<file path="src/hdl/rbm_pkg.sv">
// Constants shared by the reset and boot mode control block.
// Assumes a single processor clock and no software-visible registers.
// Operation
// External reset resets processor and peripherals immediately.
// Reset indication stays low 512 clocks after release.
// Config asserted, test negated at exit: flash programming.
// Programming mode grants serial flash port flash access.
// Clock mirror pin copies the system clock.
// Board holds test pin low in normal use.
// Reset indication low while any reset source asserted.
package rbm_pkg;
  localparam int          STRETCH_CYCLES = 512;
  localparam int          CNT_W          = 10;
  localparam logic [9:0]  CNT_RESET      = 10'h000;
  localparam logic        DONE_RESET     = 1'b0;
  localparam logic        MODE_RESET     = 1'b0;
  localparam logic        TAKEN_RESET    = 1'b0;
endpackage : rbm_pkg

</file>
<file path="src/hdl/rbm_reset_boot.sv">
// Chip reset and boot mode control: reset fan-out, stretched reset
// indication, boot mode sampling at reset exit and the clock mirror pin.
// Assumes all pin inputs are synchronous to clk_sys and that reset_n is
// the power-on reset of the chip.
module rbm_reset_boot #(
  parameter int STRETCH = rbm_pkg::STRETCH_CYCLES
) (
  // Clock and power-on reset
  input  wire logic clk_sys,
  input  wire logic reset_n,
  // Reset sources
  input  wire logic external_reset_input_n,
  input  wire logic internal_reset_req,
  // Boot mode pins
  input  wire logic boot_config_pin_n,
  input  wire logic test_pin,
  // Reset outputs
  output logic      core_reset_n,
  output logic      reset_indication_output_n,
  // Boot mode results
  output logic      flash_prog_mode,
  output logic      serial_flash_port_grant,
  output logic      cpu_boot_enable,
  // Clock mirror
  output logic      system_clock_mirror
);
  // The quiet field counts cycles since the last reset source, saturating;
  // only the checks read it.
  typedef struct packed {
    logic        prog_mode;
    logic        taken;
    logic [10:0] quiet;
  } rbm_mode_s;

  rbm_mode_s st;
  rbm_mode_s next_st;
  logic      src_active;
  logic      stretch_done;

  // The stretch counter is ten bits wide, so stretches above 1000 are refused.
  if (STRETCH < 1 || STRETCH > 1000) begin : g_bad_stretch
    $error("rbm_reset_boot: STRETCH out of the supported range");
  end

  // The external input acts without any clock so the core is held even
  // when the clock is not yet running.
  assign src_active   = !reset_n || !external_reset_input_n || internal_reset_req;
  assign core_reset_n = !src_active;

  rbm_stretch #(
    .STRETCH (STRETCH),
    .WIDTH   (rbm_pkg::CNT_W)
  ) u_stretch (
    .clk_sys    (clk_sys),
    .reset_n    (reset_n),
    .src_active (src_active),
    .done       (stretch_done)
  );

  // Gating with the live source level makes the pin fall in the same cycle
  // as the source, at the cost of a short combinational path to the pin.
  assign reset_indication_output_n = stretch_done && !src_active;

  // The mode is taken on the first clock with no source active, so a
  // programmer sees a stable mode for the whole stretch interval.
  always_comb begin
    next_st = st;
    if (src_active) begin
      next_st.taken     = 1'b0;
      next_st.prog_mode = rbm_pkg::MODE_RESET;
    end else if (!st.taken) begin
      next_st.taken     = 1'b1;
      next_st.prog_mode = !boot_config_pin_n && !test_pin;
    end
    if (src_active) begin
      next_st.quiet = 11'h000;
    end else if (st.quiet != 11'h7FF) begin
      next_st.quiet = st.quiet + 11'h001;
    end
  end

  always_ff @(posedge clk_sys or negedge reset_n) begin
    if (!reset_n) begin
      st.prog_mode <= rbm_pkg::MODE_RESET;
      st.taken     <= rbm_pkg::TAKEN_RESET;
      st.quiet     <= 11'h000;
    end else begin
      st <= next_st;
    end
  end

  assign flash_prog_mode         = st.prog_mode;
  assign serial_flash_port_grant = st.taken && st.prog_mode;
  assign cpu_boot_enable         = st.taken && !st.prog_mode && stretch_done;

  // The clock pin is a plain copy; any pad delay lies outside this block.
  assign system_clock_mirror = clk_sys;

  core_reset_now_a : assert property (@(posedge clk_sys)
    !external_reset_input_n |-> !core_reset_n)
    else $error("core not in reset with external reset low");

  boot_held_a : assert property (@(posedge clk_sys) disable iff (!reset_n)
    src_active |=> (!cpu_boot_enable && !serial_flash_port_grant))
    else $error("boot or flash grant kept during reset");

  release_exact_a : assert property (@(posedge clk_sys) disable iff (!reset_n)
    $rose(reset_indication_output_n) |-> (st.quiet == 11'(STRETCH)))
    else $error("indication released at wrong count");

  release_held_a : assert property (@(posedge clk_sys) disable iff (!reset_n)
    (st.quiet < 11'(STRETCH)) |-> !reset_indication_output_n)
    else $error("indication released early");

  release_late_a : assert property (@(posedge clk_sys) disable iff (!reset_n)
    (st.quiet == 11'(STRETCH)) && !src_active |-> reset_indication_output_n)
    else $error("indication not released after stretch");

  mode_sample_a : assert property (@(posedge clk_sys) disable iff (!reset_n)
    $rose(st.taken) |-> (flash_prog_mode == ($past(!boot_config_pin_n) && !$past(test_pin))))
    else $error("boot mode sampled wrongly");

  mode_stable_a : assert property (@(posedge clk_sys) disable iff (!reset_n)
    st.taken && !src_active |=> $stable(flash_prog_mode))
    else $error("boot mode changed outside reset");

  flash_grant_a : assert property (@(posedge clk_sys) disable iff (!reset_n)
    serial_flash_port_grant |-> (flash_prog_mode && !cpu_boot_enable))
    else $error("flash port grant in wrong mode");

  // Sampled values lag the clock edge, so the mirror reads low at the rising
  // edge and high at the falling edge when it truly follows the clock.
  clock_mirror_a : assert property (@(negedge clk_sys)
    system_clock_mirror)
    else $error("clock mirror low while clock high");

  mirror_low_a : assert property (@(posedge clk_sys)
    !system_clock_mirror)
    else $error("clock mirror high while clock low");

  source_low_a : assert property (@(posedge clk_sys)
    (internal_reset_req || !external_reset_input_n) |-> (!reset_indication_output_n && !core_reset_n))
    else $error("indication high while source active");
endmodule : rbm_reset_boot

</file>
<file path="src/hdl/rbm_stretch.sv">
// Release stretcher: counts processor clocks with no reset source active.
// Assumes the source level is synchronous to clk_sys.
module rbm_stretch #(
  parameter int STRETCH = rbm_pkg::STRETCH_CYCLES,
  parameter int WIDTH   = rbm_pkg::CNT_W
) (
  // Clock and reset
  input  wire logic clk_sys,
  input  wire logic reset_n,
  // Reset source level and result
  input  wire logic src_active,
  output logic      done
);
  typedef struct packed {
    logic [WIDTH-1:0] count;
    logic             done;
  } rbm_stretch_s;

  rbm_stretch_s st;
  rbm_stretch_s next_st;

  // A stretch that does not fit the counter would be truncated to the counter width and end too early.
  if (STRETCH < 1 || STRETCH >= (1 << WIDTH)) begin : g_bad_stretch
    $error("rbm_stretch: STRETCH does not fit the counter width");
  end

  localparam logic [WIDTH-1:0] LAST = WIDTH'(STRETCH);

  always_comb begin
    next_st = st;
    if (src_active) begin
      next_st.count = '0;
      next_st.done  = 1'b0;
    end else begin
      if (st.count != LAST) begin
        next_st.count = st.count + WIDTH'(1);
      end
      next_st.done = (next_st.count == LAST);
    end
  end

  always_ff @(posedge clk_sys or negedge reset_n) begin
    if (!reset_n) begin
      st.count <= WIDTH'(rbm_pkg::CNT_RESET);
      st.done  <= rbm_pkg::DONE_RESET;
    end else begin
      st <= next_st;
    end
  end

  assign done = st.done;

  stretch_clear_a : assert property (@(posedge clk_sys) disable iff (!reset_n)
    src_active |=> (!done && st.count == '0))
    else $error("stretch not cleared by reset source");
endmodule : rbm_stretch

</file>
<file path="config.mk">
export PLATFORM = sky130hd
export DESIGN_NAME = rbm_reset_boot
export DESIGN_NICKNAME = d
export VERILOG_FILES = /design/src/hdl/rbm_pkg.sv /design/src/hdl/rbm_reset_boot.sv /design/src/hdl/rbm_stretch.sv
export SDC_FILE = /design/constraint.sdc
export NUM_CORES = 1
export LEC_CHECK = 0
export BUFFER_PORTS_ARGS = -buffer_cell sky130_fd_sc_hd__buf_4
export CAP_MARGIN = 0
export CORE_MARGIN = 3
export CORE_UTILIZATION = 58
export CTS_CLUSTER_SIZE = 28
export DETAILED_ROUTE_END_ITERATION = 10
export GPL_ROUTABILITY_DRIVEN = 0
export PLACE_DENSITY = 0.81
export SLEW_MARGIN = 10
export SYNTH_ARGS = -nofsm -noshare
export SYNTH_HDL_FRONTEND = slang
export SYNTH_SLANG_ARGS = --single-unit
</file>
<file path="constraint.sdc">
create_clock -name clk_sys -period 3.1 [get_ports clk_sys]
set_clock_uncertainty 0.1 [all_clocks]
set_input_delay 0.465 -clock clk_sys [delete_from_list [all_inputs] [get_ports clk_sys]]
set_output_delay 0.465 -clock clk_sys [all_outputs]
set_load 0.03 [all_outputs]
</file>
==> results of run 1 <==
[cell families after synthesis]
logic type / share of synthesized area
XOR/XNOR: 0.0672
AO/OA/AOI/OAI: 0.0688
AND/OR/NAND/NOR: 0.326
multiplexers: 0.0256
flip-flops: 0.416
adder cells (fa/ha/maj): 0.0320
buffers and inverters: 0.0640
[how the worst max path moves through the flow]
| stage | to | startpoint | cells past startpoint |
|---|---|---|---|
| after detailed placement | system_clock_mirror | clk_sys | 1 |
| after global routing | reset_indication_output_n | reset_n | 7 |
| after global placement | system_clock_mirror | clk_sys | 1 |
| after CTS | reset_indication_output_n | reset_n | 7 |
| after floorplan | system_clock_mirror | clk_sys | 1 |
| final | reset_indication_output_n | reset_n | 7 |
[layer usage]
metal  wire [um]  up-vias  share of wire
met5           0        -              0
met3         101        5          0.059
met4          31        0          0.018
li1            -      333              -
met2         835       33           0.49
met1         738      318           0.43
[placed cells by master (no fill, tap or decap), types with 2 or more instances in the layout]
cell type	n
nor4b_1	3
and2_1	3
nor3_1	4
buf_4	11
and3_1	2
ha_1	2
dfrtp_1	13
mux2i_1	2
nand3_1	4
nand2_1	4
clkbuf_4	6
nor2_1	14
xnor2_1	6
a21oi_1	3
nor4_1	2
inv_1	7
nand4_1	2
[flip-flops by register name, summed over array words and instances, names as in the netlist]
signal,flops
st,1
u_stretch.st,10
flash_prog_mode,1
u_stretch.done,1
[area by class of cell]
| type | instances | area, sq um | share of cell area |
|---|---|---|---|
| Multi-Input combinational cell | 63 | 407 | 0.443 |
| Sequential cell | 13 | 325 | 0.354 |
| Timing Repair Buffer | 11 | 85.1 | 0.0926 |
| Clock buffer | 7 | 52.6 | 0.0572 |
| Inverter | 7 | 26.3 | 0.0286 |
| Tap cell | 14 | 17.5 | 0.0191 |
| Clock inverter | 1 | 5.00 | 0.00545 |
[where the power goes]
| group | internal, uW | switching (uW) | total, uW |
|---|---|---|---|
| Clock | 107 | 102 | 209 |
| Sequential | 171 | 1.82 | 173 |
| Combinational | 9.13 | 10.7 | 19.9 |
[worst max-delay path, stage by stage]
cell,delay (ns)
dlygate4sd3_1,0.53
buf_4,0.21
nand2_1,0.06
or2_2,0.38
inv_1,0.14
and2_1,0.13
buf_4,0.15
[per-stage QoR]
step                cell area, sq um  instances
floorplan                        782         87
global placement                 858        108
detailed placement               858        108
CTS                              918        116
global route                     918        116
finish                           918        116
==> results.sh, run 1 <==
export IMPL_status="completed"
export IMPL_netlist_area_sq_um=782
export IMPL_end_kind="primary output"
export IMPL_required_ns=2.53
export IMPL_async_flop_share=1.00
export IMPL_die_x_um=42.7
export IMPL_slew_violations=0
export IMPL_synth_edf_count=0
export IMPL_whs_ns=0.263
export IMPL_cts_tree="built"
export IMPL_hold_start="boot_config_pin_n"
export IMPL_syn_inst=87
export IMPL_syn_area_per_cell_sq_um=8.99
export IMPL_synth_largest_area_cell="dfrtp_1"
export IMPL_final_nets=111
export IMPL_cp_arrival_ns=2.07
export IMPL_rsz0062_at_grt="false"
export IMPL_ys_top_cells_by_count="nor2_1 (14), dfrtp_1 (13), inv_1 (7)"
export IMPL_layout_min_cycle_time_ns=2.63
export IMPL_antenna_diode_count=0
export IMPL_drive_gt1_frac=0.216
export IMPL_vias_per_cell=5.94
export IMPL_hold_buffers=1
export IMPL_r2r_setup_slack_ns=1.04
export IMPL_maxCapViolations=0
export IMPL_nFillCells=95
export IMPL_worstSetupPathType="in2out"
export IMPL_ys_warn_count=0
export IMPL_postRouteAntennaNets=0
export IMPL_gr_usage_met3=0.0636
export IMPL_pin_count=12
export IMPL_grtUsageMet2=0.323
export IMPL_grt_max_degree=15
export IMPL_synthTopCellsByArea="dfrtp_1 (42%), nor2_1 (6.7%), xnor2_1 (6.7%), inv_1 (3.4%), nor4b_1 (3.4%)"
export IMPL_worstPathMaxFanout=14
export IMPL_post_route_period_util=0.848
export IMPL_yosys_area_top_type_share=0.416
export IMPL_synth_nets=95
export IMPL_critPathLaunchType="input pin"
export IMPL_routed_wl_mm=1.71
export IMPL_num_rows=12
export IMPL_finalPower_uw=401
export IMPL_p_per_area_mw_per_mm2=437
export IMPL_setup_viol=0
export IMPL_insertion_delay_ns=0.38
export IMPL_vdd_drop_max_mv=0.419
export IMPL_min_path_type="in2reg"
export IMPL_clk_pin_slew_ns=0.08
export IMPL_synth_flop_cell="dfrtp_1"
export IMPL_start_util=0.659
export IMPL_synth_cell_types=30
export IMPL_dp_hpwl_mm=1.28
export IMPL_cts_resized=0
export IMPL_r2r_start="u_stretch.st[4]"
export IMPL_port_buffers=11
export IMPL_whs_path_depth=4
export IMPL_tns_ns=0
export IMPL_ys_seq_area_frac=0.416
export IMPL_first_iter_violations=25
export IMPL_routedWlPerCell_um=14.7
export IMPL_post_route_util=0.774
export IMPL_dp_slack_ns=0.840
export IMPL_syn_to_final_growth_pct=17.4
export IMPL_r2r_cells=4
export IMPL_grt_usage=0.221
export IMPL_grt_pass1_vias=638
export IMPL_r2r_end="u_stretch.done"
export IMPL_dieArea_sq_mm=0.00183
export IMPL_post_cts_setup_buffers=0
export IMPL_drc=0
export IMPL_relSlewSlack=0.765
export IMPL_met1_usage=0.274
export IMPL_ys_seq_elements=13
export IMPL_grt_pass1_wl_mm=2.86
export IMPL_core_area_sq_mm=0.00119
export IMPL_vias=689
export IMPL_p_leak_uw=0.000401
export IMPL_whs_endpoint="flash_prog_mode"
export IMPL_grt_overflow_total=0
export IMPL_antenna_found_initial=0
export IMPL_yosysMostFrequentCell="nor2_1"
export IMPL_die_y_um=42.7
export IMPL_max_clock_freq_mhz=380
export IMPL_first_pass_iters=4
export IMPL_hold_viol_final=0
export IMPL_layout_setup_ws_ns=0.470
export IMPL_worstMarginPinSlew_ns=0.351
export IMPL_top_usage_layer="met2"
(Power assumes the default switching activity.)
==> run 2, diff against run 1 <==
--- a/config.mk
+++ b/config.mk
@@ -8,11 +8,11 @@
 export BUFFER_PORTS_ARGS = -buffer_cell sky130_fd_sc_hd__buf_4
 export CAP_MARGIN = 0
 export CORE_MARGIN = 3
-export CORE_UTILIZATION = 58
+export CORE_UTILIZATION = 48
 export CTS_CLUSTER_SIZE = 28
 export DETAILED_ROUTE_END_ITERATION = 10
 export GPL_ROUTABILITY_DRIVEN = 0
-export PLACE_DENSITY = 0.81
+export PLACE_DENSITY = 0.72
 export SLEW_MARGIN = 10
 export SYNTH_ARGS = -nofsm -noshare
 export SYNTH_HDL_FRONTEND = slang
==> constraint.sdc (replaced) <==
create_clock -name clk_sys -period 2.3 [get_ports clk_sys]
set_clock_uncertainty 0.1 [all_clocks]
set_input_delay 0.345 -clock clk_sys [delete_from_list [all_inputs] [get_ports clk_sys]]
set_output_delay 0.345 -clock clk_sys [all_outputs]
set_load 0.03 [all_outputs]
==> results.sh, run 2 (synthesis results as in run 1) <==
export IMPL_p_int_uw=389
export IMPL_startpoint="u_stretch.st[4]"
export IMPL_grt_overflow_total=0
export IMPL_worstSetupPathType="reg2reg"
export IMPL_post_route_period_util=0.884
export IMPL_die_y_um=46.4
export IMPL_dp_cells=109
export IMPL_num_rows=13
export IMPL_pin_count=12
export IMPL_insertion_delay_ns=0.39
export IMPL_cp_arrival_ns=2.24
export IMPL_status="completed"
export IMPL_critPathLaunchType="flop"
export IMPL_final_cell_count_no_fill=117
export IMPL_swShare=0.277
export IMPL_layout_common_cells="nor2_1 (14), dfrtp_1 (13), buf_4 (11)"
export IMPL_syn_to_final_growth_pct=17.4
export IMPL_dp_slack_ns=0.288
export IMPL_cts_tree="built"
export IMPL_path_cells="nand4_2, or4_4, a221o_1, nor4b_2"
export IMPL_tns_ns=0
export IMPL_vias_per_cell=5.77
export IMPL_largest_reg_flops=10
export IMPL_maxCapViolations=0
export IMPL_grt_pass1_wl_mm=2.76
export IMPL_grt_max_degree=14
export IMPL_dp_hpwl_mm=1.13
export IMPL_worstPathMaxFanout=9
export IMPL_required_ns=2.50
export IMPL_vias=675
export IMPL_cts_resized=0
export IMPL_routed_wl_mm=1.58
export IMPL_r2r_end="u_stretch.done"
export IMPL_clockPowerShare=0.518
export IMPL_grt_usage=0.189
export IMPL_min_path_type="in2reg"
export IMPL_largest_register="u_stretch.st"
export IMPL_rsz0062_at_grt="false"
export IMPL_nFillCells=133
export IMPL_finalPower_uw=538
export IMPL_core_area_sq_mm=0.00142
export IMPL_post_route_util=0.649
export IMPL_routedWlPerCell_um=13.5
export IMPL_hold_start="test_pin"
export IMPL_first_iter_violations=17
export IMPL_r2r_start="u_stretch.st[4]"
export IMPL_clk_pin_slew_ns=0.08
export IMPL_max_clock_freq_mhz=492
export IMPL_hold_viol_final=0
export IMPL_cp_endpoint="u_stretch.done"
export IMPL_slew_violations=0
export IMPL_end_kind="flop"
export IMPL_power_frac_seq=0.432
export IMPL_r2r_cells=4
export IMPL_dieArea_sq_mm=0.00215
export IMPL_postRouteAntennaNets=0
export IMPL_final_nets=111
export IMPL_layout_setup_ws_ns=0.266
export IMPL_p_per_area_mw_per_mm2=586
export IMPL_port_buffers=11
export IMPL_relSlewSlack=0.611
export IMPL_comb_power_share=0.050
export IMPL_r2r_setup_slack_ns=0.27
export IMPL_die_x_um=46.4
export IMPL_drc=0
export IMPL_worstMarginPinSlew_ns=0.582
export IMPL_antenna_diode_count=0
export IMPL_max_stage_delay_ns=0.53
export IMPL_grt_pass1_vias=686
export IMPL_first_pass_iters=4
export IMPL_setup_viol=0
export IMPL_drive_gt1_frac=0.206
export IMPL_antenna_found_initial=0
export IMPL_slowest_stage="or4_4"
export IMPL_start_util=0.553
export IMPL_p_leak_uw=0.000398
export IMPL_layout_min_cycle_time_ns=2.03
export IMPL_p_sw_uw=149
export IMPL_vdd_drop_max_mv=0.568
export IMPL_final_common_cell="nor2_1"
==> run 2: cell types whose count changed in the layout (fill, tap and decap cells not counted) <==
| cell | change |
|---|---|
| clkbuf_1 | +1 |
| clkinv_2 | -1 |
==> run 2: per-layer routing <==
layer	GRT usage	wire [um]
met1	0.233	733
met2	0.277	723
met3	0.0508	77
met4	0.136	44
met5	0	0
==> run 2: critical path: cells and delay by family (launching register included) <==
kind | cells | cell delay (ns)
compound gates | 1 | 0.36
simple gates | 3 | 0.98
flops | 1 | 0.51
==> run 2: what timing repair did <==
| action | in CTS | in global routing |
|---|---|---|
| hold buffers | 1 | 0 |
| buffers inserted | 0 | 0 |
| hold endpoints to repair | 13 | 0 |
| endpoints found under the setup margin | 0 | 0 |
==> run 2: how the worst min path moves through the flow <==
| stage | end | depth (start not counted) | slack, ns |
|---|---|---|---|
| global placement | flash_prog_mode | 1 | 0.10 |
| floorplan | flash_prog_mode | 0 | -0.05 |
| global route | flash_prog_mode | 4 | 0.19 |
| detailed placement | u_stretch.done | 1 | 0.10 |
| finish | flash_prog_mode | 4 | 0.12 |
| CTS | flash_prog_mode | 4 | 0.12 |
==> run 2: power by group through the flow <==
stage	clock, uW	sequential, uW	combinational [uW]
finish	279	232	26.9
global route	304	233	30.1
CTS	284	232	27.4
detailed placement	65.1	237	25.9
global placement	65.1	237	25.5
floorplan	65.1	237	10.9
==> run 2: cell type report <==
cell class                 instances  area (sq um)  area share
multi-input combinational         63           407       0.443
sequential                        13           325       0.354
timing repair buffer              11          85.1      0.0926
clock buffer                       8          56.3      0.0613
inverter                           7          26.3      0.0286
tap                               15          18.8      0.0204
==> run 2: through the flow <==
| step | cell area [sq um] | hold slack, ns |
|---|---|---|
| global placement | 860 | 0.102 |
| global route | 918 | 0.185 |
| detailed placement | 860 | 0.102 |
| CTS | 918 | 0.122 |
| finish | 918 | 0.118 |
| floorplan | 782 | -0.0506 |
